===== src/dsv_map.vh =====
`ifndef DSV_MAP_VH
`define DSV_MAP_VH

// ****************************************************************
// Register access port
// ****************************************************************
`define DSV_ADDR_W        5
`define DSV_DATA_W        32
`define DSV_ADDR_CTRL     5'h00
`define DSV_ADDR_STATUS   5'h01
`define DSV_ADDR_VCATCH   5'h02

// ****************************************************************
// Control register fields
// ****************************************************************
`define DSV_CTRL_W        6
`define DSV_CTRL_RESET    6'h10
`define DSV_CTRL_ACK_BIT  0
`define DSV_CTRL_REQ_BIT  1
`define DSV_CTRL_MON_BIT  4

// ****************************************************************
// Status register fields
// ****************************************************************
`define DSV_STAT_W        10
`define DSV_STAT_ACK_BIT  0
`define DSV_STAT_REQ_BIT  1
`define DSV_STAT_IEN_BIT  2
`define DSV_STAT_SYS_BIT  3
`define DSV_STAT_ISS_BIT  4
`define DSV_STAT_RSV_BIT  5
`define DSV_STAT_CAU_LSB  6
`define DSV_STAT_CAU_MSB  9

// ****************************************************************
// Vector catch
// ****************************************************************
`define DSV_VEC_W         8
`define DSV_VEC_RESET     8'h00
`define DSV_VEC_PABT_BIT  3
`define DSV_VEC_DABT_BIT  4
`define DSV_VEC_AREA_MSB  31
`define DSV_VEC_AREA_LSB  5
`define DSV_VEC_IDX_MSB   4
`define DSV_VEC_IDX_LSB   2

// ****************************************************************
// Entry cause codes
// ****************************************************************
`define DSV_CAUSE_W       4
`define DSV_CAUSE_NONE    4'h0
`define DSV_CAUSE_BP0     4'h1
`define DSV_CAUSE_BP1     4'h2
`define DSV_CAUSE_BREAKPOINT_INSTR    4'h3
`define DSV_CAUSE_VCATCH  4'h4
`define DSV_CAUSE_EXT_BP  4'h5
`define DSV_CAUSE_WP0     4'h6
`define DSV_CAUSE_WP1     4'h7
`define DSV_CAUSE_EXT_WP  4'h8
`define DSV_CAUSE_INT_RQ  4'h9
`define DSV_CAUSE_EXT_RQ  4'ha
`define DSV_CAUSE_REENTRY 4'hb

`endif


===== src/dsv_status.v =====
`timescale 1ns/1ps
`default_nettype none
`include "dsv_map.vh"

// Summary of operation
// - Status is ten bits, bit 5 zero
// - Read selected by low write bit
// - Bits 1:0 give synced request, acknowledge
// - Bit 2 shows core interrupt enable
// - Bit 3 shows system access complete
// - Bit 4 shows instruction set state
// - Entry cause updated on each debug entry with a recorded cause, else held
// - Entry cause readable through status register
// - Codes one through five: breakpoint kinds
// - Codes six through eleven: watchpoints, requests, reentry
// - Enabled exception vector fetch forces debug
// - Software interrupt vector fetch raises break
// - Vector trap uses no comparator units
// - Trap only during exception entry fetches
// - Plain branch into vectors never traps
// - Monitor mode masks abort vector traps
// - Monitor enable resets to one
module dsv_status (
  input  wire                    mclk,
  input  wire                    rstn,
  input  wire                    ce,
  input  wire                    tap_access,
  input  wire                    tap_write,
  input  wire [`DSV_ADDR_W-1:0]  tap_addr,
  input  wire [`DSV_DATA_W-1:0]  tap_wdata,
  output reg  [`DSV_DATA_W-1:0]  tap_rdata,
  input  wire                    external_debug_request_in,
  input  wire                    core_debug_ack,
  input  wire                    core_interrupt_enable_state,
  input  wire                    system_access_complete,
  input  wire                    instruction_set_state,
  input  wire                    fetch_valid,
  input  wire [31:0]             fetch_addr,
  input  wire                    exception_entry,
  input  wire                    entry_bp0,
  input  wire                    entry_bp1,
  input  wire                    entry_breakpoint_instr,
  input  wire                    entry_ext_bp,
  input  wire                    entry_wp0,
  input  wire                    entry_wp1,
  input  wire                    entry_ext_wp,
  input  wire                    entry_reentry,
  output wire                    debug_request_to_core,
  output wire                    debug_acknowledge,
  output wire                    instruction_break_request,
  output wire                    monitor_mode
);

  // ****************************************************************
  // Helper functions
  // ****************************************************************
  function addr_hit;
    input [`DSV_ADDR_W-1:0] a;
    input [`DSV_ADDR_W-1:0] b;
    begin
      addr_hit = (a == b);
    end
  endfunction

  // ****************************************************************
  // Declarations
  // ****************************************************************
  reg  [`DSV_CTRL_W-1:0]  ctrl_reg;
  reg  [`DSV_VEC_W-1:0]   vcatch_reg;
  reg  [`DSV_CAUSE_W-1:0] cause_reg;
  reg  [`DSV_CAUSE_W-1:0] cause_next;
  reg                     ack_prev_reg;
  reg                     vcatch_seen_reg;
  reg                     int_rq_seen_reg;
  reg                     ext_rq_seen_reg;
  reg  [`DSV_DATA_W-1:0]  rdata_next;
  wire [1:0]              sync_q;
  wire                    ext_rq_sync;
  wire                    ack_sync;
  wire                    entry_pulse;
  wire                    catch_hit;
  wire                    wr_en;
  wire [`DSV_STAT_W-1:0]  status_word;

  // ****************************************************************
  // Synchronisers for request and acknowledge
  // ****************************************************************
  dsv_sync #(
    .WIDTH (2)
  ) u_sync (
    .mclk  (mclk),
    .rstn  (rstn),
    .ce    (ce),
    .d_in  ({external_debug_request_in, core_debug_ack}),
    .q_out (sync_q)
  );

  assign ext_rq_sync = sync_q[1];
  assign ack_sync    = sync_q[0];

  assign debug_request_to_core = ext_rq_sync | ctrl_reg[`DSV_CTRL_REQ_BIT];
  assign debug_acknowledge     = core_debug_ack | ctrl_reg[`DSV_CTRL_ACK_BIT];
  assign monitor_mode          = ctrl_reg[`DSV_CTRL_MON_BIT];

  // ****************************************************************
  // Vector catch
  // ****************************************************************
  dsv_vcatch u_vcatch (
    .fetch_valid     (fetch_valid),
    .fetch_addr      (fetch_addr),
    .exception_entry (exception_entry),
    .vcatch_enable   (vcatch_reg),
    .monitor_enable  (ctrl_reg[`DSV_CTRL_MON_BIT]),
    .catch_hit       (catch_hit)
  );

  assign instruction_break_request = catch_hit;

  // ****************************************************************
  // Writable registers
  // ****************************************************************
  // Read when write bit low, status ignores writes
  assign wr_en = tap_access & tap_write;

  always @(posedge mclk or negedge rstn) begin
    if (!rstn) begin
      ctrl_reg   <= `DSV_CTRL_RESET;
      vcatch_reg <= `DSV_VEC_RESET;
    end else if (ce) begin
      if (wr_en && addr_hit(tap_addr, `DSV_ADDR_CTRL)) begin
        ctrl_reg <= tap_wdata[`DSV_CTRL_W-1:0];
      end
      if (wr_en && addr_hit(tap_addr, `DSV_ADDR_VCATCH)) begin
        vcatch_reg <= tap_wdata[`DSV_VEC_W-1:0];
      end
    end
  end

  // ****************************************************************
  // Entry cause capture
  // ****************************************************************
  assign entry_pulse = ack_sync & ~ack_prev_reg;

  // Remember catch and request causes until entry is seen
  always @(posedge mclk or negedge rstn) begin
    if (!rstn) begin
      ack_prev_reg    <= 1'b0;
      vcatch_seen_reg <= 1'b0;
      int_rq_seen_reg <= 1'b0;
      ext_rq_seen_reg <= 1'b0;
    end else if (ce) begin
      ack_prev_reg <= ack_sync;
      if (catch_hit) begin
        vcatch_seen_reg <= 1'b1;
      end else if (entry_pulse) begin
        vcatch_seen_reg <= 1'b0;
      end
      if (ctrl_reg[`DSV_CTRL_REQ_BIT] && !ack_sync) begin
        int_rq_seen_reg <= 1'b1;
      end else if (entry_pulse) begin
        int_rq_seen_reg <= 1'b0;
      end
      if (ext_rq_sync && !ack_sync) begin
        ext_rq_seen_reg <= 1'b1;
      end else if (entry_pulse) begin
        ext_rq_seen_reg <= 1'b0;
      end
    end
  end

  always @* begin
    cause_next = cause_reg;
    if (entry_pulse) begin
      if (entry_reentry) begin
        cause_next = `DSV_CAUSE_REENTRY;
      end else if (entry_bp0) begin
        cause_next = `DSV_CAUSE_BP0;
      end else if (entry_bp1) begin
        cause_next = `DSV_CAUSE_BP1;
      end else if (entry_breakpoint_instr) begin
        cause_next = `DSV_CAUSE_BREAKPOINT_INSTR;
      end else if (vcatch_seen_reg) begin
        cause_next = `DSV_CAUSE_VCATCH;
      end else if (entry_ext_bp) begin
        cause_next = `DSV_CAUSE_EXT_BP;
      end else if (entry_wp0) begin
        cause_next = `DSV_CAUSE_WP0;
      end else if (entry_wp1) begin
        cause_next = `DSV_CAUSE_WP1;
      end else if (entry_ext_wp) begin
        cause_next = `DSV_CAUSE_EXT_WP;
      end else if (int_rq_seen_reg) begin
        cause_next = `DSV_CAUSE_INT_RQ;
      end else if (ext_rq_seen_reg) begin
        cause_next = `DSV_CAUSE_EXT_RQ;
      end else begin
        cause_next = cause_reg;
      end
    end
  end

  // Cause holds until next entry or reset
  always @(posedge mclk or negedge rstn) begin
    if (!rstn) begin
      cause_reg <= `DSV_CAUSE_NONE;
    end else if (ce) begin
      cause_reg <= cause_next;
    end
  end

  // ****************************************************************
  // Status word and read data
  // ****************************************************************
  assign status_word = {cause_reg,
                        1'b0,
                        instruction_set_state,
                        system_access_complete,
                        core_interrupt_enable_state,
                        ext_rq_sync, ack_sync};

  always @* begin
    rdata_next = {`DSV_DATA_W{1'b0}};
    case (tap_addr)
      `DSV_ADDR_CTRL: begin
        rdata_next[`DSV_CTRL_W-1:0] = ctrl_reg;
      end
      `DSV_ADDR_STATUS: begin
        rdata_next[`DSV_STAT_W-1:0] = status_word;
      end
      `DSV_ADDR_VCATCH: begin
        rdata_next[`DSV_VEC_W-1:0] = vcatch_reg;
      end
      default: begin
        rdata_next = {`DSV_DATA_W{1'b0}};
      end
    endcase
  end

  always @(posedge mclk or negedge rstn) begin
    if (!rstn) begin
      tap_rdata <= {`DSV_DATA_W{1'b0}};
    end else if (ce && tap_access && !tap_write) begin
      tap_rdata <= rdata_next;
    end
  end

endmodule // dsv_status

`default_nettype wire


===== src/dsv_sync.v =====
`timescale 1ns/1ps
`default_nettype none

// ****************************************************************
// Two stage level synchroniser
// ****************************************************************
module dsv_sync #(
  parameter WIDTH = 2
) (
  input  wire             mclk,
  input  wire             rstn,
  input  wire             ce,
  input  wire [WIDTH-1:0] d_in,
  output wire [WIDTH-1:0] q_out
);

  reg [WIDTH-1:0] stage1_reg;
  reg [WIDTH-1:0] stage2_reg;

  genvar i;
  generate
    for (i = 0; i < WIDTH; i = i + 1) begin : g_bit
      always @(posedge mclk or negedge rstn) begin
        if (!rstn) begin
          stage1_reg[i] <= 1'b0;
          stage2_reg[i] <= 1'b0;
        end else if (ce) begin
          stage1_reg[i] <= d_in[i];
          stage2_reg[i] <= stage1_reg[i];
        end
      end
    end
  endgenerate

  assign q_out = stage2_reg;

endmodule // dsv_sync

`default_nettype wire


===== src/dsv_vcatch.v =====
`timescale 1ns/1ps
`default_nettype none
`include "dsv_map.vh"

// ****************************************************************
// Vector fetch trap
// ****************************************************************
module dsv_vcatch (
  input  wire                  fetch_valid,
  input  wire [31:0]           fetch_addr,
  input  wire                  exception_entry,
  input  wire [`DSV_VEC_W-1:0] vcatch_enable,
  input  wire                  monitor_enable,
  output wire                  catch_hit
);

  wire                  in_area;
  wire [2:0]            vec_idx;
  wire [`DSV_VEC_W-1:0] eff_enable;

  // Only fetches inside the vector table qualify
  assign in_area = ~|fetch_addr[`DSV_VEC_AREA_MSB:`DSV_VEC_AREA_LSB];
  // Bit index is the vector address divided by four
  assign vec_idx = fetch_addr[`DSV_VEC_IDX_MSB:`DSV_VEC_IDX_LSB];

  // Abort vectors masked while monitor debugging is chosen
  assign eff_enable = vcatch_enable &
                      ~({`DSV_VEC_W{monitor_enable}} &
                        ((`DSV_VEC_W'h1 << `DSV_VEC_PABT_BIT) |
                         (`DSV_VEC_W'h1 << `DSV_VEC_DABT_BIT)));

  // Own decode, no comparator unit is used; branches are ignored
  assign catch_hit = fetch_valid & exception_entry & in_area &
                     eff_enable[vec_idx];

endmodule // dsv_vcatch

`default_nettype wire

===== config.mk =====
export PLATFORM = sky130hd
export DESIGN_NAME = dsv_status
export DESIGN_NICKNAME = d
export VERILOG_FILES = /design/src/dsv_status.v /design/src/dsv_sync.v /design/src/dsv_vcatch.v
export VERILOG_INCLUDE_DIRS = /design/src
export SDC_FILE = /design/constraint.sdc
export NUM_CORES = 1
export LEC_CHECK = 0
export BUFFER_PORTS_ARGS = -buffer_cell sky130_fd_sc_hd__buf_2
export CORE_ASPECT_RATIO = 1.1
export CORE_UTILIZATION = 39
export CTS_CLUSTER_SIZE = 24
export DETAILED_ROUTE_END_ITERATION = 10
export PLACE_DENSITY = 0.82
export REMOVE_ABC_BUFFERS = 1
export SLEW_MARGIN = 20
export SYNTH_ARGS = -nofsm -noshare
export SYNTH_HDL_FRONTEND = slang
export SYNTH_SLANG_ARGS = --single-unit

===== constraint.sdc =====
create_clock -name mclk -period 1.3 [get_ports mclk]
set_input_delay 0 -clock mclk [delete_from_list [all_inputs] [get_ports mclk]]
set_output_delay 0 -clock mclk [all_outputs]
set_load 0.01 [all_outputs]

==> summary.md <==
| Metric | Value |
|---|---|
| Status | `finished with violations` |
| Violated checks | `negative setup slack` |
| GPL Wtd Cong | `0.751` |
| Leak | `1.36 nW` |
| Unrepaired setup endpoints after global routing | `yes` |
| Worst EP required | `1.30 ns` |
| WL final | `between 4000 and 5000 um` |
| Avg Cell Area, Syn | `10.6 um^2` |
| Worst-Skew Late Latency | `about 0.29 ns` |
| Yosys reg bits | `36` |
| Area contributors post-synth | `dfrtp_1, mux2_2, buf_4, o21ai_0, nand2_1` |
| Layout cell share with drive strength beyond 1 | `46.8%` |
| Pwr dens | `995 nW/um^2` |
| CTS Buffer Depth | `2` |
| Sequential area share after synthesis | `45.3%` |
| Crit. End Element | `output pin` |
| Non-filler cells, final | `about 350` |
| Total global routing overflow | `0` |
| Largest register FFs | `10` |
| Largest stage delay on the critical path | `0.40 ns` |
| Core area | `about 4800 um^2` |
| Finished Cell Area | `approximately 2700 um^2` |
| Largest net degree at the start of global routing | `21` |
| Worst setup SP type | `flip-flop` |
| Synth warn | `0` |
| Most used DFF post-synth | `dfrtp_1` |
| Synth top area share | `44.0%` |
| EDFF count, synth | `0` |
| Crit-path cells | `mux2_2 > o311a_1 > nand4_1 > nor3_1 > buf_2` |
| Hold Path Class | `in -> reg` |
| Endpoints failing setup | `2` |
| CP Max Fanout | `3` |
| Tot Pwr | `2.70 mW` |
| Top-Level Pins | `between 100 and 150` |
| Post-DP Area | `2430 um^2` |
| Dpl hpwl | `between 3000 and 4000 um` |
| Starting utilization of the core area | `41.6%` |
| Post-synthesis cell area | `1990 um^2` |
| Synth unique cells | `37` |
| Final Util | `56.7%` |
| Fin nets | `383` |
| DRC viols | `0` |
| Cells after Synth | `roughly 190` |
| Sequential Power Share | `49.5%` |
| Antenna diodes | `0` |
| Worst Path Buf+Inv | `1` |
| Inst Count DP | `326` |
| Post-synth ARST share | `100%` |
| Sw Share | `a little over a quarter` |
| Max VDD drop | `0.492 mV` |
| DR iter-0 viols | `105` |
| Psw | `0.739 mW` |
| Final slew viol count | `0` |
| PnR worst setup slack | `-0.246 ns` |
| GR Util All Layers | `19.5%` |
| CTS H-tree lvls | `2` |
| Fin crit share | `119%` |
| Num CTS Buffers | `5` |
| Crit-path leading delay family | `flip-flops` |
| Final hold slack | `0.0274 ns` |
| Chip Height | `76.9 um` |
| Pre-CTS setup slack | `-0.0361 ns` |
| Clk sink count | `36` |
| Initial antenna violation count | `0` |
| Worst Skew | `0.00442 ns` |
| R2R depth | `6` |
| Int Pwr | `about 2.0 mW` |
| Per-cell routed wire length | `14.0 um` |
| Clock power share | `slightly above 30%` |
| Die footprint | `roughly 5400 um^2` |
| Pre-antenna DRT Iters | `4` |
| Hold Path Depth | `3` |
| Kind of critical path | `reg -> out` |
| Row cnt | `26` |
| Max_cap viols | `0` |
| Fmax | `0.647 GHz` |
| Comb pwr share | `20.2%` |
| Horiz. Die Dim | `70.1 um` |
| CTS tree | `done` |
| Area grow syn2layout | `36.1%` |
| First-pass GRT wire length | `8320 um` |
| Antenna Nets Post-Route | `0` |
| CP Depth | `5` |
| Port Buffer Count | `76` |
| Fillcell total | `429` |
| Final Critical Period | `1.55 ns` |
| Final Hold Fails | `0` |
| Vias | `1773` |
| Total negative slack | `-0.391 ns` |
| CTS clk-pin slew, worst paths | `around 0.070 ns` |
| Synth area leader | `dfrtp_1` |
| Vias in the first global route | `roughly 1800` |
| CP max-delay cell | `dfrtp_1` |
| Root Driver | `clkbuf_8` |
| Arr. time, crit path | `approximately 1.6 ns` |
| Post-DR vias/cell | `~5` |
[worst paths after layout]
path | endpoint | slack (ns) | from
max in group asynchronous | tap_rdata[8] | 0.64 | rstn
worst min-delay path | tap_rdata[2] | 0.03 | core_interrupt_enable_state
worst max-delay path | instruction_break_request | -0.25 | vcatch_reg[0]
worst min register to register | tap_rdata[2] | 0.48 | tap_rdata[2]
worst max register to register | vcatch_seen_reg | -0.15 | vcatch_reg[0]
min in group asynchronous | ctrl_reg[2] | 0.20 | rstn
[worst min-delay path, stage by stage]
cell	delay, ns
buf_2	0.07
a22oi_1	0.06
o21ai_0	0.14
[synthesized netlist by cell type, drive strengths merged (4+ instances only)]
library cell and n:
o21ai 12, a31oi 4, buf 24, nor3 4, inv 4, a22oi 6, nand2 15, mux2 26
nand2b 5, dfrtp 35, a21oi 6, nor2 10, nor4 9
[per-layer routing]
layer	up-vias	part of all wire, %	GRT usage, %
met2	66	52	34.2
met1	845	41	23.1
met3	8	5.4	4.60
met5	-	0	0
met4	0	1.4	6.60
li1	854	-	-
[cell usage in the layout (no fill, tap or decap), types with 3 or more instances in the layout]
cell type / instances
inv_1: 4
nand2b_1: 5
dfrtp_1: 35
a31oi_1: 3
nor2_1: 9
buf_4: 16
dlygate4sd3_1: 12
mux2_2: 26
a21oi_1: 5
buf_2: 76
nand2_1: 15
nor4_1: 6
a22oi_1: 6
nand3b_1: 3
nor4_4: 3
clkbuf_8: 6
conb_1: 22
nor3_1: 3
o21ai_0: 12
[what timing repair did]
action	CTS	global route
endpoints found under the hold margin	35	0
setup buffers	2	3
cloned	0	0
pin swaps	0	1
setup endpoints to repair	4	6
gates resized for setup	1	5
hold buffers	12	0
[power groups by stage]
stage               Sequential, mW  Combinational [mW]  Clock [mW]
floorplan                     1.33               0.243           0
global placement              1.34               0.467           0
detailed placement            1.35               0.485           0
CTS                           1.33               0.520       0.829
global route                  1.35               0.607       0.868
finish                        1.34               0.544       0.818
[logic make-up after synthesis]
| family | synth area share, % |
|---|---|
| other | 0.188 |
| AOI/OAI and AO/OA | 11.8 |
| buffers and inverters | 10.4 |
| muxes | 15.7 |
| and+or+nand+nor | 16.5 |
| DFF | 45.3 |
[layout make-up]
| cell class | instances | area [um^2] | share of cell area, % |
|---|---|---|---|
| timing repair buffer | 105 | 641 | 23.6 |
| sequential | 36 | 902 | 33.3 |
| clock buffer | 8 | 90.1 | 3.32 |
| tap | 56 | 70.1 | 2.59 |
| multi-input combinational | 142 | 992 | 36.6 |
| inverter | 4 | 15.0 | 0.554 |
(Power assumes the default switching activity.)
